**config.mk**
```make
export PLATFORM = sky130hd
export DESIGN_NAME = pmar_regs
export DESIGN_NICKNAME = d
export VERILOG_FILES = /design/src/rtl/pmar_pkg.sv /design/src/rtl/pmar_alarm_merge.sv /design/src/rtl/pmar_regs.sv
export SDC_FILE = /design/constraint.sdc
export NUM_CORES = 1
export LEC_CHECK = 0
export BUFFER_PORTS_ARGS = -buffer_cell sky130_fd_sc_hd__buf_2
export CORE_ASPECT_RATIO = 0.7
export CORE_MARGIN = 2
export CORE_UTILIZATION = 50
export DETAILED_ROUTE_END_ITERATION = 10
export GPL_TIMING_DRIVEN = 0
export PLACE_DENSITY = 0.84
export SYNTH_ARGS = -nofsm -noshare
export SYNTH_HDL_FRONTEND = slang
export SYNTH_SLANG_ARGS = --single-unit
```
**constraint.sdc**
```tcl
create_clock -name clock -period 2.05 [get_ports clock]
set_input_delay 0.41 -clock clock [delete_from_list [all_inputs] [get_ports clock]]
set_output_delay 0.41 -clock clock [all_outputs]
set_load 0.05 [all_outputs]
```
**src/rtl/pmar_pkg.sv**
```systemverilog
package pmar_pkg;

  localparam int ADDR_W = 12;
  localparam int DATA_W = 8;
  localparam int ALM_W = 6;

  // Register offsets
  localparam logic [ADDR_W-1:0] OFS_POWER_MODE_SELECT_B = 12'h29A;
  localparam logic [ADDR_W-1:0] OFS_POWER_MODE_SELECT_C = 12'h29B;
  localparam logic [ADDR_W-1:0] OFS_POWER_MODE_SELECT_D = 12'h29C;
  localparam logic [ADDR_W-1:0] OFS_ALARM_SUMMARY = 12'h2C0;
  localparam logic [ADDR_W-1:0] OFS_ALERT_FLAG_STATUS = 12'h2C1;
  localparam logic [ADDR_W-1:0] OFS_ALERT_MASK = 12'h2C2;

  // Reset values
  localparam logic [DATA_W-1:0] RST_POWER_MODE_SELECT_B = 8'h0F;
  localparam logic [DATA_W-1:0] RST_POWER_MODE_SELECT_C = 8'h04;
  localparam logic [DATA_W-1:0] RST_POWER_MODE_SELECT_D = 8'h1B;
  localparam logic [DATA_W-1:0] RST_ALARM_SUMMARY = 8'h00;
  localparam logic [ALM_W-1:0] RST_ALERT_FLAG_STATUS = 6'h3F;
  localparam logic [ALM_W-1:0] RST_ALERT_MASK = 6'h3F;
  localparam logic [DATA_W-1:0] RST_READ_DATA = 8'h00;
  localparam logic [DATA_W-1:0] UNMAPPED_READ_DATA = 8'h00;

  // Defined codes per register
  localparam logic [DATA_W-1:0] CODE_B_LOW = 8'h06;
  localparam logic [DATA_W-1:0] CODE_B_HIGH = 8'h0F;
  localparam logic [DATA_W-1:0] CODE_C_LOW = 8'h00;
  localparam logic [DATA_W-1:0] CODE_C_HIGH = 8'h04;
  localparam logic [DATA_W-1:0] CODE_D_LOW = 8'h14;
  localparam logic [DATA_W-1:0] CODE_D_HIGH = 8'h1B;

  // Alarm field positions
  localparam int ALM_CLK_POS = 0;
  localparam int ALM_RSVD_POS = 1;
  localparam int ALM_REALIGNED_POS = 2;
  localparam int ALM_LINK_POS = 3;
  localparam int ALM_SPLL_POS = 4;
  localparam int ALM_FIFO_POS = 5;
  localparam int ALARM_SUMMARY_POS = 0;

  typedef enum logic [1:0] {
    PMAR_MODE_HIGH = 2'b00,
    PMAR_MODE_LOW = 2'b01,
    PMAR_MODE_RSVD = 2'b10
  } pmar_mode_e;

  typedef struct packed {
    logic wr_en;
    logic rd_en;
    logic [ADDR_W-1:0] addr;
    logic [DATA_W-1:0] wdata;
  } pmar_req_s;

  typedef struct packed {
    logic rd_valid;
    logic [DATA_W-1:0] rdata;
  } pmar_rsp_s;

  typedef struct packed {
    logic [DATA_W-1:0] code_b;
    logic [DATA_W-1:0] code_c;
    logic [DATA_W-1:0] code_d;
    pmar_mode_e mode;
    logic mixed;
  } pmar_power_s;

endpackage : pmar_pkg

```
**src/rtl/pmar_alarm_merge.sv**
```systemverilog
module pmar_alarm_merge #(
  parameter int WIDTH = 6
) (
  input wire logic [WIDTH-1:0] flags,
  input wire logic [WIDTH-1:0] mask,
  output logic summary
);

  // Purely combinational so the pin follows the flags in the same cycle
  always_comb begin
    summary = |(flags & ~mask);
  end

endmodule : pmar_alarm_merge

```
**src/rtl/pmar_regs.sv**
```systemverilog
// Functional notes
// - Select b: 0x06 low, 0x0F high/reset
// - Select c: 0x00 low, 0x04 high/reset
// - Select d: 0x14 low, 0x1B high/reset
// - Summary read-only, bit0 alarm, rest zero
// - Per-source mask excludes it from summary
// - Summary may drive calibration status pin
// - Flag status resets 0x3F, software clears
// - Write one clears flag; reset sets all
// - Mask resets 0x3F, all sources masked
module pmar_regs (
  input wire logic clock,
  input wire logic rst,
  input wire pmar_pkg::pmar_req_s req,
  output pmar_pkg::pmar_rsp_s rsp,
  input wire logic [pmar_pkg::ALM_W-1:0] alarm_event,
  input wire logic calibration_status_sel,
  input wire logic calibration_done,
  output logic calibration_status_pin,
  output logic alarm_summary,
  output pmar_pkg::pmar_power_s power
);

  logic [pmar_pkg::DATA_W-1:0] select_b_r;
  logic [pmar_pkg::DATA_W-1:0] select_b_nxt;
  logic [pmar_pkg::DATA_W-1:0] select_c_r;
  logic [pmar_pkg::DATA_W-1:0] select_c_nxt;
  logic [pmar_pkg::DATA_W-1:0] select_d_r;
  logic [pmar_pkg::DATA_W-1:0] select_d_nxt;
  logic [pmar_pkg::ALM_W-1:0] flag_r;
  logic [pmar_pkg::ALM_W-1:0] flag_nxt;
  logic [pmar_pkg::ALM_W-1:0] mask_r;
  logic [pmar_pkg::ALM_W-1:0] mask_nxt;
  logic [pmar_pkg::ALM_W-1:0] set_vec;
  logic [pmar_pkg::ALM_W-1:0] clr_vec;
  logic rd_valid_r;
  logic rd_valid_nxt;
  logic [pmar_pkg::DATA_W-1:0] rdata_r;
  logic [pmar_pkg::DATA_W-1:0] rdata_nxt;
  logic [pmar_pkg::DATA_W-1:0] power_b_r;
  logic [pmar_pkg::DATA_W-1:0] power_c_r;
  logic [pmar_pkg::DATA_W-1:0] power_d_r;
  pmar_pkg::pmar_mode_e mode_r;
  pmar_pkg::pmar_mode_e mode_nxt;
  logic mixed_r;
  logic mixed_nxt;
  logic summary;
  logic wr_b;
  logic wr_c;
  logic wr_d;
  logic wr_flag;
  logic wr_mask;
  logic low_b;
  logic low_c;
  logic low_d;
  logic high_b;
  logic high_c;
  logic high_d;

  // Address decode
  always_comb begin
    wr_b = req.wr_en && (req.addr == pmar_pkg::OFS_POWER_MODE_SELECT_B);
    wr_c = req.wr_en && (req.addr == pmar_pkg::OFS_POWER_MODE_SELECT_C);
    wr_d = req.wr_en && (req.addr == pmar_pkg::OFS_POWER_MODE_SELECT_D);
    wr_flag = req.wr_en && (req.addr == pmar_pkg::OFS_ALERT_FLAG_STATUS);
    wr_mask = req.wr_en && (req.addr == pmar_pkg::OFS_ALERT_MASK);
  end

  // Power-mode selects: any byte is kept; code checking belongs to software
  always_comb begin
    select_b_nxt = select_b_r;
    select_c_nxt = select_c_r;
    select_d_nxt = select_d_r;
    if (wr_b) begin
      select_b_nxt = req.wdata;
    end
    if (wr_c) begin
      select_c_nxt = req.wdata;
    end
    if (wr_d) begin
      select_d_nxt = req.wdata;
    end
  end

  always_ff @(posedge clock) begin
    if (rst) begin
      select_b_r <= pmar_pkg::RST_POWER_MODE_SELECT_B;
      select_c_r <= pmar_pkg::RST_POWER_MODE_SELECT_C;
      select_d_r <= pmar_pkg::RST_POWER_MODE_SELECT_D;
    end else begin
      select_b_r <= select_b_nxt;
      select_c_r <= select_c_nxt;
      select_d_r <= select_d_nxt;
    end
  end

  // Mode decode for the analog core; reserved codes are flagged, not fixed
  always_comb begin
    low_b = (select_b_r == pmar_pkg::CODE_B_LOW);
    high_b = (select_b_r == pmar_pkg::CODE_B_HIGH);
    low_c = (select_c_r == pmar_pkg::CODE_C_LOW);
    high_c = (select_c_r == pmar_pkg::CODE_C_HIGH);
    low_d = (select_d_r == pmar_pkg::CODE_D_LOW);
    high_d = (select_d_r == pmar_pkg::CODE_D_HIGH);
    if (low_b && low_c && low_d) begin
      mode_nxt = pmar_pkg::PMAR_MODE_LOW;
    end else if (high_b && high_c && high_d) begin
      mode_nxt = pmar_pkg::PMAR_MODE_HIGH;
    end else begin
      mode_nxt = pmar_pkg::PMAR_MODE_RSVD;
    end
    // Defined codes but not all the same mode: a software slip worth seeing
    mixed_nxt = (low_b || high_b) && (low_c || high_c) && (low_d || high_d)
      && !(low_b && low_c && low_d) && !(high_b && high_c && high_d);
  end

  always_ff @(posedge clock) begin
    if (rst) begin
      mode_r <= pmar_pkg::PMAR_MODE_HIGH;
      mixed_r <= 1'b0;
      power_b_r <= pmar_pkg::RST_POWER_MODE_SELECT_B;
      power_c_r <= pmar_pkg::RST_POWER_MODE_SELECT_C;
      power_d_r <= pmar_pkg::RST_POWER_MODE_SELECT_D;
    end else begin
      mode_r <= mode_nxt;
      mixed_r <= mixed_nxt;
      power_b_r <= select_b_r;
      power_c_r <= select_c_r;
      power_d_r <= select_d_r;
    end
  end

  always_comb begin
    power.code_b = power_b_r;
    power.code_c = power_c_r;
    power.code_d = power_d_r;
    power.mode = mode_r;
    power.mixed = mixed_r;
  end

  // Alarm flags: sticky, write-one-to-clear, a new event beats a clear
  always_comb begin
    set_vec = alarm_event;
    set_vec[pmar_pkg::ALM_RSVD_POS] = 1'b0;
    clr_vec = '0;
    if (wr_flag) begin
      clr_vec = req.wdata[pmar_pkg::ALM_W-1:0];
    end
    flag_nxt = (flag_r & ~clr_vec) | set_vec;
    mask_nxt = mask_r;
    if (wr_mask) begin
      mask_nxt = req.wdata[pmar_pkg::ALM_W-1:0];
    end
  end

  always_ff @(posedge clock) begin
    if (rst) begin
      flag_r <= pmar_pkg::RST_ALERT_FLAG_STATUS;
      mask_r <= pmar_pkg::RST_ALERT_MASK;
    end else begin
      flag_r <= flag_nxt;
      mask_r <= mask_nxt;
    end
  end

  pmar_alarm_merge #(
    .WIDTH(pmar_pkg::ALM_W)
  ) u_merge (
    .flags(flag_r),
    .mask(mask_r),
    .summary(summary)
  );

  always_comb begin
    alarm_summary = summary;
    // Pin is combinational so an alarm is not delayed behind the read path
    calibration_status_pin = calibration_status_sel ? summary : calibration_done;
  end

  // Read path: one cycle latency, unmapped reads return zero
  always_comb begin
    rd_valid_nxt = req.rd_en;
    rdata_nxt = rdata_r;
    if (req.rd_en) begin
      case (req.addr)
        pmar_pkg::OFS_POWER_MODE_SELECT_B: begin
          rdata_nxt = select_b_r;
        end
        pmar_pkg::OFS_POWER_MODE_SELECT_C: begin
          rdata_nxt = select_c_r;
        end
        pmar_pkg::OFS_POWER_MODE_SELECT_D: begin
          rdata_nxt = select_d_r;
        end
        pmar_pkg::OFS_ALARM_SUMMARY: begin
          rdata_nxt = pmar_pkg::RST_ALARM_SUMMARY;
          rdata_nxt[pmar_pkg::ALARM_SUMMARY_POS] = summary;
        end
        pmar_pkg::OFS_ALERT_FLAG_STATUS: begin
          rdata_nxt = {2'h0, flag_r};
        end
        pmar_pkg::OFS_ALERT_MASK: begin
          rdata_nxt = {2'h0, mask_r};
        end
        default: begin
          rdata_nxt = pmar_pkg::UNMAPPED_READ_DATA;
        end
      endcase
    end
  end

  always_ff @(posedge clock) begin
    if (rst) begin
      rd_valid_r <= 1'b0;
      rdata_r <= pmar_pkg::RST_READ_DATA;
    end else begin
      rd_valid_r <= rd_valid_nxt;
      rdata_r <= rdata_nxt;
    end
  end

  always_comb begin
    rsp.rd_valid = rd_valid_r;
    rsp.rdata = rdata_r;
  end

endmodule : pmar_regs

```
==> results of run 1 <==
## how the worst max path moves through the flow
stage                             end  depth (start not counted)       from
2_1_floorplan  calibration_status_pin                          4  flag_r[1]
3_3_place_gp            select_b_r[5]                          5    req[14]
3_5_place_dp            select_b_r[7]                          5    req[14]
4_1_cts        calibration_status_pin                          5  flag_r[3]
5_1_grt        calibration_status_pin                          5  flag_r[3]
6_report       calibration_status_pin                          5  flag_r[3]
## synthesized netlist by cell type, types with 5 or more instances
cell type	n
dfxtp_1	72
nand3_1	37
o21ai_0	32
nor2b_1	23
a21oi_1	16
clkbuf_1	14
nor3_1	14
a22o_1	13
nor2_1	11
or2_2	9
inv_1	8
mux2i_1	7
a31oi_1	6
a41oi_1	6
buf_2	6
nand2_1	6
a221o_1	5
and3_1	5
## flip-flops by register name (all words and copies together) (netlist names), 6 cells and up
signal / count
select_b_r: 8
flag_r: 6
power_b_r: 8
select_c_r: 8
rdata_r: 8
power_d_r: 8
select_d_r: 8
power_c_r: 8
mask_r: 6
## logic make-up (layout without fill, tap and decap cells)
| group | Yosys count | after routing | share of synthesized area [%] |
|---|---|---|---|
| buffers and inverters | 33 | 117 | 4.67 |
| AND/OR/NAND/NOR | 127 | 127 | 24.5 |
| flip-flops | 72 | 72 | 48.4 |
| AO/OA/AOI/OAI | 89 | 89 | 19.6 |
| multiplexers | 8 | 8 | 2.73 |
## per-stage QoR
stage / hold WS [ns] / util, % / power, uW / setup TNS, ns
floorplan: 0.448 / - / 1520 / 0
global placement: 0.466 / 59.5 / 1590 / -0.117
detailed placement: 0.461 / 59.5 / 1600 / -0.210
CTS: 0.286 / 64.0 / 2910 / -0.247
global route: 0.295 / 64.0 / 2990 / -0.339
finish: 0.289 / 64.0 / 2900 / -0.224
## power by group through the flow
stage | Clock (uW) | Sequential (uW) | Combinational [uW]
6_report | 1330 | 1400 | 171
5_1_grt | 1410 | 1400 | 183
4_1_cts | 1340 | 1400 | 167
3_5_place_dp | 0 | 1430 | 163
3_3_place_gp | 0 | 1430 | 160
2_1_floorplan | 0 | 1440 | 85.5
## timing repair
action	CTS	global route
buffers inserted	1	0
hold endpoints to repair	0	0
setup endpoints to repair	2	2
gates resized for setup	6	0
pin swaps	1	0
## cell type report
| cell class | count | area (sq um) |
|---|---|---|
| Fill cell | 504 | 2060 |
| Sequential cell | 72 | 1440 |
| Multi-Input combinational cell | 224 | 1400 |
| Timing Repair Buffer | 68 | 353 |
| Clock buffer | 10 | 128 |
| Buffer | 25 | 109 |
| Clock inverter | 6 | 108 |
| Tap cell | 75 | 93.8 |
| Inverter | 8 | 30.0 |
## worst max-delay path, delay by kind of cell, from the launching register on
family	cells	cell delay (ns)
AO/OA/AOI/OAI	1	0.41
AND/OR/NAND/NOR	2	0.36
buffers and inverters	1	0.15
flip-flops	1	0.32
multiplexers	1	0.27
## layout by cell type, fill, tap and decap left out, drive strengths merged, types with 3 or more instances in the layout
cell type  instances
and3               5
a21oi             16
nand2              6
inv                8
nand3             37
a22o              13
a41oi              6
nor4b              3
buf               79
bufinv             3
dfxtp             72
a221o              5
nand3b             3
or2                9
nor3              14
a31oi              6
clkbuf            24
mux2i              7
nor2              11
and2               3
o21ai             33
nor2b             23
## routing by layer
layer	part of all wire [%]	track usage (%)	vias up
met5	0	0	-
met2	43	40.1	163
met1	43	38.0	1335
li1	-	-	1358
met3	12	8.37	14
met4	1.7	9.46	0
==> metrics.md, run 1 <==
| Metric | Value |
|---|---|
| Internal power of the cells | 2260 uW |
| Netlist cell types | 45 |
| Setup Skew | roughly 0.012 ns |
| Clock slew at the register clock pins of the worst setup and hold paths | 0.08 ns |
| Cell Rows | 23 |
| Status | complete, but fails checks |
| Min Clock Period, post-route | 2.27 ns |
| Placed instance count | 471 |
| Top-level I/O count | 70 |
| Proportion of synthesized chip area in sequential cells | 48.4% |
| Pin count of the biggest net entering global routing | 13 |
| Post-synthesis area per instance | a little over 9 sq um |
| Max-slew violation total from the final report | 0 |
| Share of cells above drive strength 1 | 25.2% |
| Total number of vias | roughly 2900 |
| Dpl cell area | approximately 0.0034 sq mm |
| Critical path class | reg -> out |
| FMAX | around 440 MHz |
| Endpoint arrival time on the critical path | around 1.9 ns |
| Number of cells in the finished layout apart from fillers | 488 |
| Antenna diode count | 0 |
| Wire length reported by the detailed router | 8.39 mm |
| Number of clock buffers inserted by TritonCTS | 9 |
| Total overflow reported by the global router | 0 |
| Switching power total | 640 uW |
| WHS Endpoint | rdata_r[0] |
| Drt first-iter violations | 268 |
| Final critical-path setup slack | -0.216 ns |
| Fraction of power consumed by combinational cells | 5.9% |
| Leak Pwr | 0.00153 uW |
| Worst-margin pin slew | 1.06 ns |
| Number of synthesized flops with an enable pin | 0 |
| Clock root buffer master | clkbuf_8 |
| Syn Inst Count | roughly 330 |
| Clock network latency to the later pin of the worst-skew pair | 0.35 ns |
| Max-cap viol count | 0 |
| Final weighted congestion in routability-driven placement | 0.954 |
| Worst Setup End Kind | output port |
| Fraction of power spent switching nets | between 20% and 30% |
| Count of hold buffers inserted by post-cts repair | 0 |
| Final Instance Area | 0.00367 sq mm |
| Peak ir drop on the vdd network | 0.433 mV |
| Violated checks | setup timing |
| HPWL after detailed placement | 6.11 mm |
| Clock sinks | 72 |
| Relative max-transition margin | 28.7% |
| Antenna violations before repair | 0 |
| Seq cells post-synth | 72 |
| Part of the total power dissipated in the clock network | a little under half |
| Starting Density | 52.0% |
| Mean routed wirelength per cell | 17.2 um |
| Post-route DRC violation count | 0 |
| Largest fanout on the critical path | 2 |
| Wire length of the first global-routing pass | 13.1 mm |
| TritonCTS clock tree | done |
| Mean number of vias per cell | 5.88 |
| Input/output buffers | between 60 and 70 |
| Async set-or-reset flop fraction in the synthesized netlist | 0% |
| Number of global-route vias before repair | 2565 |
| Number of cells traversed by the worst hold path | 2 |
| Post-route fraction of the period consumed by the critical path | 111% |
| Area Overhead vs Synth | 23.2% |
| Origin of the worst min-delay path | req[20] |
| Crit path required time | roughly 1.6 ns |
| Slowest library cell on the worst path | a2111o_1 |
| Total power divided by cell area | 792 mW/mm^2 |
| RSZ-0062 raised after global routing | yes |
| Register-to-register setup slack | 0.21 ns |
| Final net count | 440 |
| Deepest clock path buffer count | 2 |
| Remaining antenna violation count after routing | 0 |
| Largest stage delay, worst path | 0.41 ns |
| Total die area | 0.00660 sq mm |
| Setup slack after placement | -0.0776 ns |
| Dominant cells by area after synthesis | dfxtp_1 (48%), nand3_1 (6.2%), o21ai_0 (5.4%) |
| Number of nets produced by synthesis | 361 |
| Category of the worst setup path launch point | flip-flop |
| Sequence of cells on the critical path | nor2b_1 -> a2111o_1 -> or2_4 -> mux2_4 -> buf_8 |
| Final hold vios | 0 |
| Synth area leader | dfxtp_1 |
| Die X-Extent | between 90 and 100 um |
| Syn. warnings | 0 |
| Combined area of all synthesized cells | approximately 0.003 sq mm |
| Core area | 0.00573 sq mm |
| Worst reg-to-reg path cell count | 4 |
| Register share of total power | 48.2% |
| First-pass iteration count of the detailed router | 5 |
| Chip height | between 60 and 70 um |
| Primary flip-flop cell chosen by synthesis mapping | dfxtp_1 |
| Crit Reg-Reg Startpoint | select_d_r[4] |
| Area share of the largest cell type after synthesis | 48.4% |
| Final Setup Violations | 2 |
| Endpoint of the lowest-slack register-to-register path | mode_r[1] |
| H-tree depth reported by CTS | 3 |
| Gr usage total | about 27% |
| Hold Crit Class | in -> reg |
No activity file was read; power rests on OpenSTA's default activity.
==> run 2: changes to the inputs <==
--- a/config.mk
+++ b/config.mk
@@ -8,10 +8,11 @@
 export BUFFER_PORTS_ARGS = -buffer_cell sky130_fd_sc_hd__buf_2
 export CORE_ASPECT_RATIO = 0.7
 export CORE_MARGIN = 2
-export CORE_UTILIZATION = 50
+export CORE_UTILIZATION = 48
 export DETAILED_ROUTE_END_ITERATION = 10
 export GPL_TIMING_DRIVEN = 0
 export PLACE_DENSITY = 0.84
+export SETUP_SLACK_MARGIN = 0.15
 export SYNTH_ARGS = -nofsm -noshare
 export SYNTH_HDL_FRONTEND = slang
 export SYNTH_SLANG_ARGS = --single-unit
==> constraint.sdc (replaced) <==
create_clock -name clock -period 2 [get_ports clock]
set_input_delay 0.4 -clock clock [delete_from_list [all_inputs] [get_ports clock]]
set_output_delay 0.4 -clock clock [all_outputs]
set_load 0.05 [all_outputs]
==> run 2 against run 1 <==
The run still ends with setup timing left. Critical path depth stayed put. Highest routed layer unchanged. Die area is 4.0% higher. Routed wire length rose by 4.2%. Largest cell class unchanged.
==> metrics.md, run 2 (same netlist as run 1, synthesis figures left out) <==
| Metric | Value |
|---|---|
| Gr usage total | 25.5% (-1.7 points) |
| Max-cap viol count | 0 (unchanged) |
| Input/output buffers | 67 (unchanged) |
| Cell Rows | 23 (unchanged) |
| Post-route DRC violation count | 0 (unchanged) |
| Final hold vios | 0 (unchanged) |
| Total die area | 0.00686 sq mm (+4.0%) |
| TritonCTS clock tree | done |
| Final Instance Area | 0.00374 sq mm (+2.1%) |
| Violated checks | setup timing |
| Clock root buffer master | clkbuf_8 |
| Clock sinks | 72 (unchanged) |
| Top-level I/O count | 70 (unchanged) |
| Final weighted congestion in routability-driven placement | 0.984 (+3.2%) |
| Total power after layout | 3040 uW (+4.6%) |
| Wire length reported by the detailed router | 8.75 mm (+4.2%) |
| Total number of vias | 2960 (+3.1%) |
| Pin count of the biggest net entering global routing | 13 (unchanged) |
| Max-slew violation total from the final report | 0 (unchanged) |
| Mean number of vias per cell | 6.03 (+2.5%) |
| Clock network latency to the later pin of the worst-skew pair | 0.36 ns (about the same) |
| RSZ-0062 raised after global routing | yes |
| First-pass iteration count of the detailed router | 6 (+1) |
| Relative max-transition margin | 58.1% (+29 points) |
| FMAX | approximately 450 MHz |
| Sequence of cells on the critical path | nor2b_4 -> a2111o_1 -> or2_4 -> mux2_4 -> buf_8 |
| Total power divided by cell area | 812 mW/mm^2 (+2.5%) |
| Peak ir drop on the vdd network | 0.592 mV (+37%) |
| Hold Crit Class | in -> reg |
| Endpoint arrival time on the critical path | 1.84 ns (-0.02 ns) |
| Area Overhead vs Synth | 25.7% |
| Category of the worst setup path launch point | flip-flop |
| Status | complete, but fails checks |
| Final core utilization | 64.1% (about the same) |
| Chip height | 69.9 um (+1.9%) |
| Post-route fraction of the period consumed by the critical path | 112% |
| Number of clock buffers inserted by TritonCTS | 9 (unchanged) |
| Final Setup Violations | 2 (unchanged) |
| Min Clock Period, post-route | 2.24 ns |
| Worst-margin pin slew | 0.625 ns (-0.435 ns) |
| Antenna violations before repair | 0 (unchanged) |
| HPWL after detailed placement | 5.95 mm (-2.5%) |
| Leak Pwr | 0.00157 uW (+2.8%) |
| Count of hold buffers inserted by post-cts repair | 0 (unchanged) |
| Total overflow reported by the global router | 0 (unchanged) |
| Deepest clock path buffer count | 2 (unchanged) |
| Worst Setup End Kind | output port |
| H-tree depth reported by CTS | 3 (unchanged) |
| Largest fanout on the critical path | 2 (unchanged) |
| Slowest library cell on the worst path | a2111o_1 |
| Mean routed wirelength per cell | 17.8 um (+3.6%) |
| Starting Density | 51.0% (-1.0 points) |
| Core area | 0.00584 sq mm (+2.0%) |
| Final net count | 443 (+0.68%) |
| Drt first-iter violations | 291 (+8.6%) |
| Number of global-route vias before repair | 2736 (+6.7%) |
| Die X-Extent | 98.1 um (+2.0%) |
| Setup Skew | 0.0110 ns (-0.000694 ns) |
| Dpl cell area | 0.00341 sq mm (+0.18%) |
| Remaining antenna violation count after routing | 0 (unchanged) |
| Wire length of the first global-routing pass | 13.6 mm (+3.9%) |
| Final-layout setup total negative slack | -0.440 ns (-0.216 ns) |
| Commonest cells after routing, fill and taps aside | buf_2 (71), dfxtp_1 (69), nand3_1 (37) |
| Crit path required time | 1.60 ns (-0.04 ns) |
| Final critical-path setup slack | -0.242 ns (-0.0264 ns) |
| Worst-case hold slack | 0.278 ns (-0.0101 ns) |
| Share of cells above drive strength 1 | 26.9% (+1.7 points) |
| Largest stage delay, worst path | 0.40 ns (about the same) |
| Antenna diode count | 0 (unchanged) |
| Critical path class | reg -> out |
| Clock slew at the register clock pins of the worst setup and hold paths | 0.08 ns (about the same) |
| Most common cell after layout, fill and taps aside | buf_2 |
[run 2: final timing paths]
check                     start                      to  slack [ns]  cells past startpoint
hold / removal          req[20]              rdata_r[0]        0.28                      2
hold reg to reg      rdata_r[7]              rdata_r[7]        0.49                      1
setup / recovery      flag_r[3]  calibration_status_pin       -0.24                      5
setup reg to reg  select_d_r[4]               mode_r[1]        0.19                      4
[run 2: power by group]
part           internal (uW)  switching (uW)  leakage (uW)
sequential              1430           0.789      0.000580
clock                    863             560      0.000124
combinational           63.0             117      0.000871
[run 2: timing repair]
item,CTS,global route
gates resized for setup,11,4
endpoints found under the setup margin,2,13
pin swaps,1,0
buffers inserted,4,0
[run 2: area by class of cell]
| cell class | count | area (sq um) |
|---|---|---|
| Buffer | 25 | 109 |
| Clock buffer | 11 | 141 |
| Clock inverter | 5 | 104 |
| Fill cell | 471 | 2100 |
| Inverter | 8 | 30.0 |
| Multi-Input combinational cell | 224 | 1430 |
| Sequential cell | 72 | 1450 |
| Tap cell | 75 | 93.8 |
| Timing Repair Buffer | 71 | 389 |
[run 2: per-stage QoR]
stage               worst slack [ns]  instances
finish                        -0.242        491
global route                  -0.276        491
CTS                           -0.233        491
detailed placement           -0.0467        471
global placement             -0.0172        471
floorplan                      0.137        329
[run 2: worst max-delay path, delay by kind of cell (launching register included)]
kind | cells | cell delay (ns)
compound gates | 1 | 0.40
simple gates | 2 | 0.36
flops | 1 | 0.32
mux | 1 | 0.27
buf+inv | 1 | 0.15
[run 2: routing by layer]
layer | up-vias | part of all wire [%] | track usage (%)
met5 | - | 0 | 0
met4 | 0 | 3.1 | 10.0
met3 | 31 | 12 | 8.01
met2 | 171 | 44 | 38.8
met1 | 1393 | 41 | 34.0
li1 | 1365 | - | -
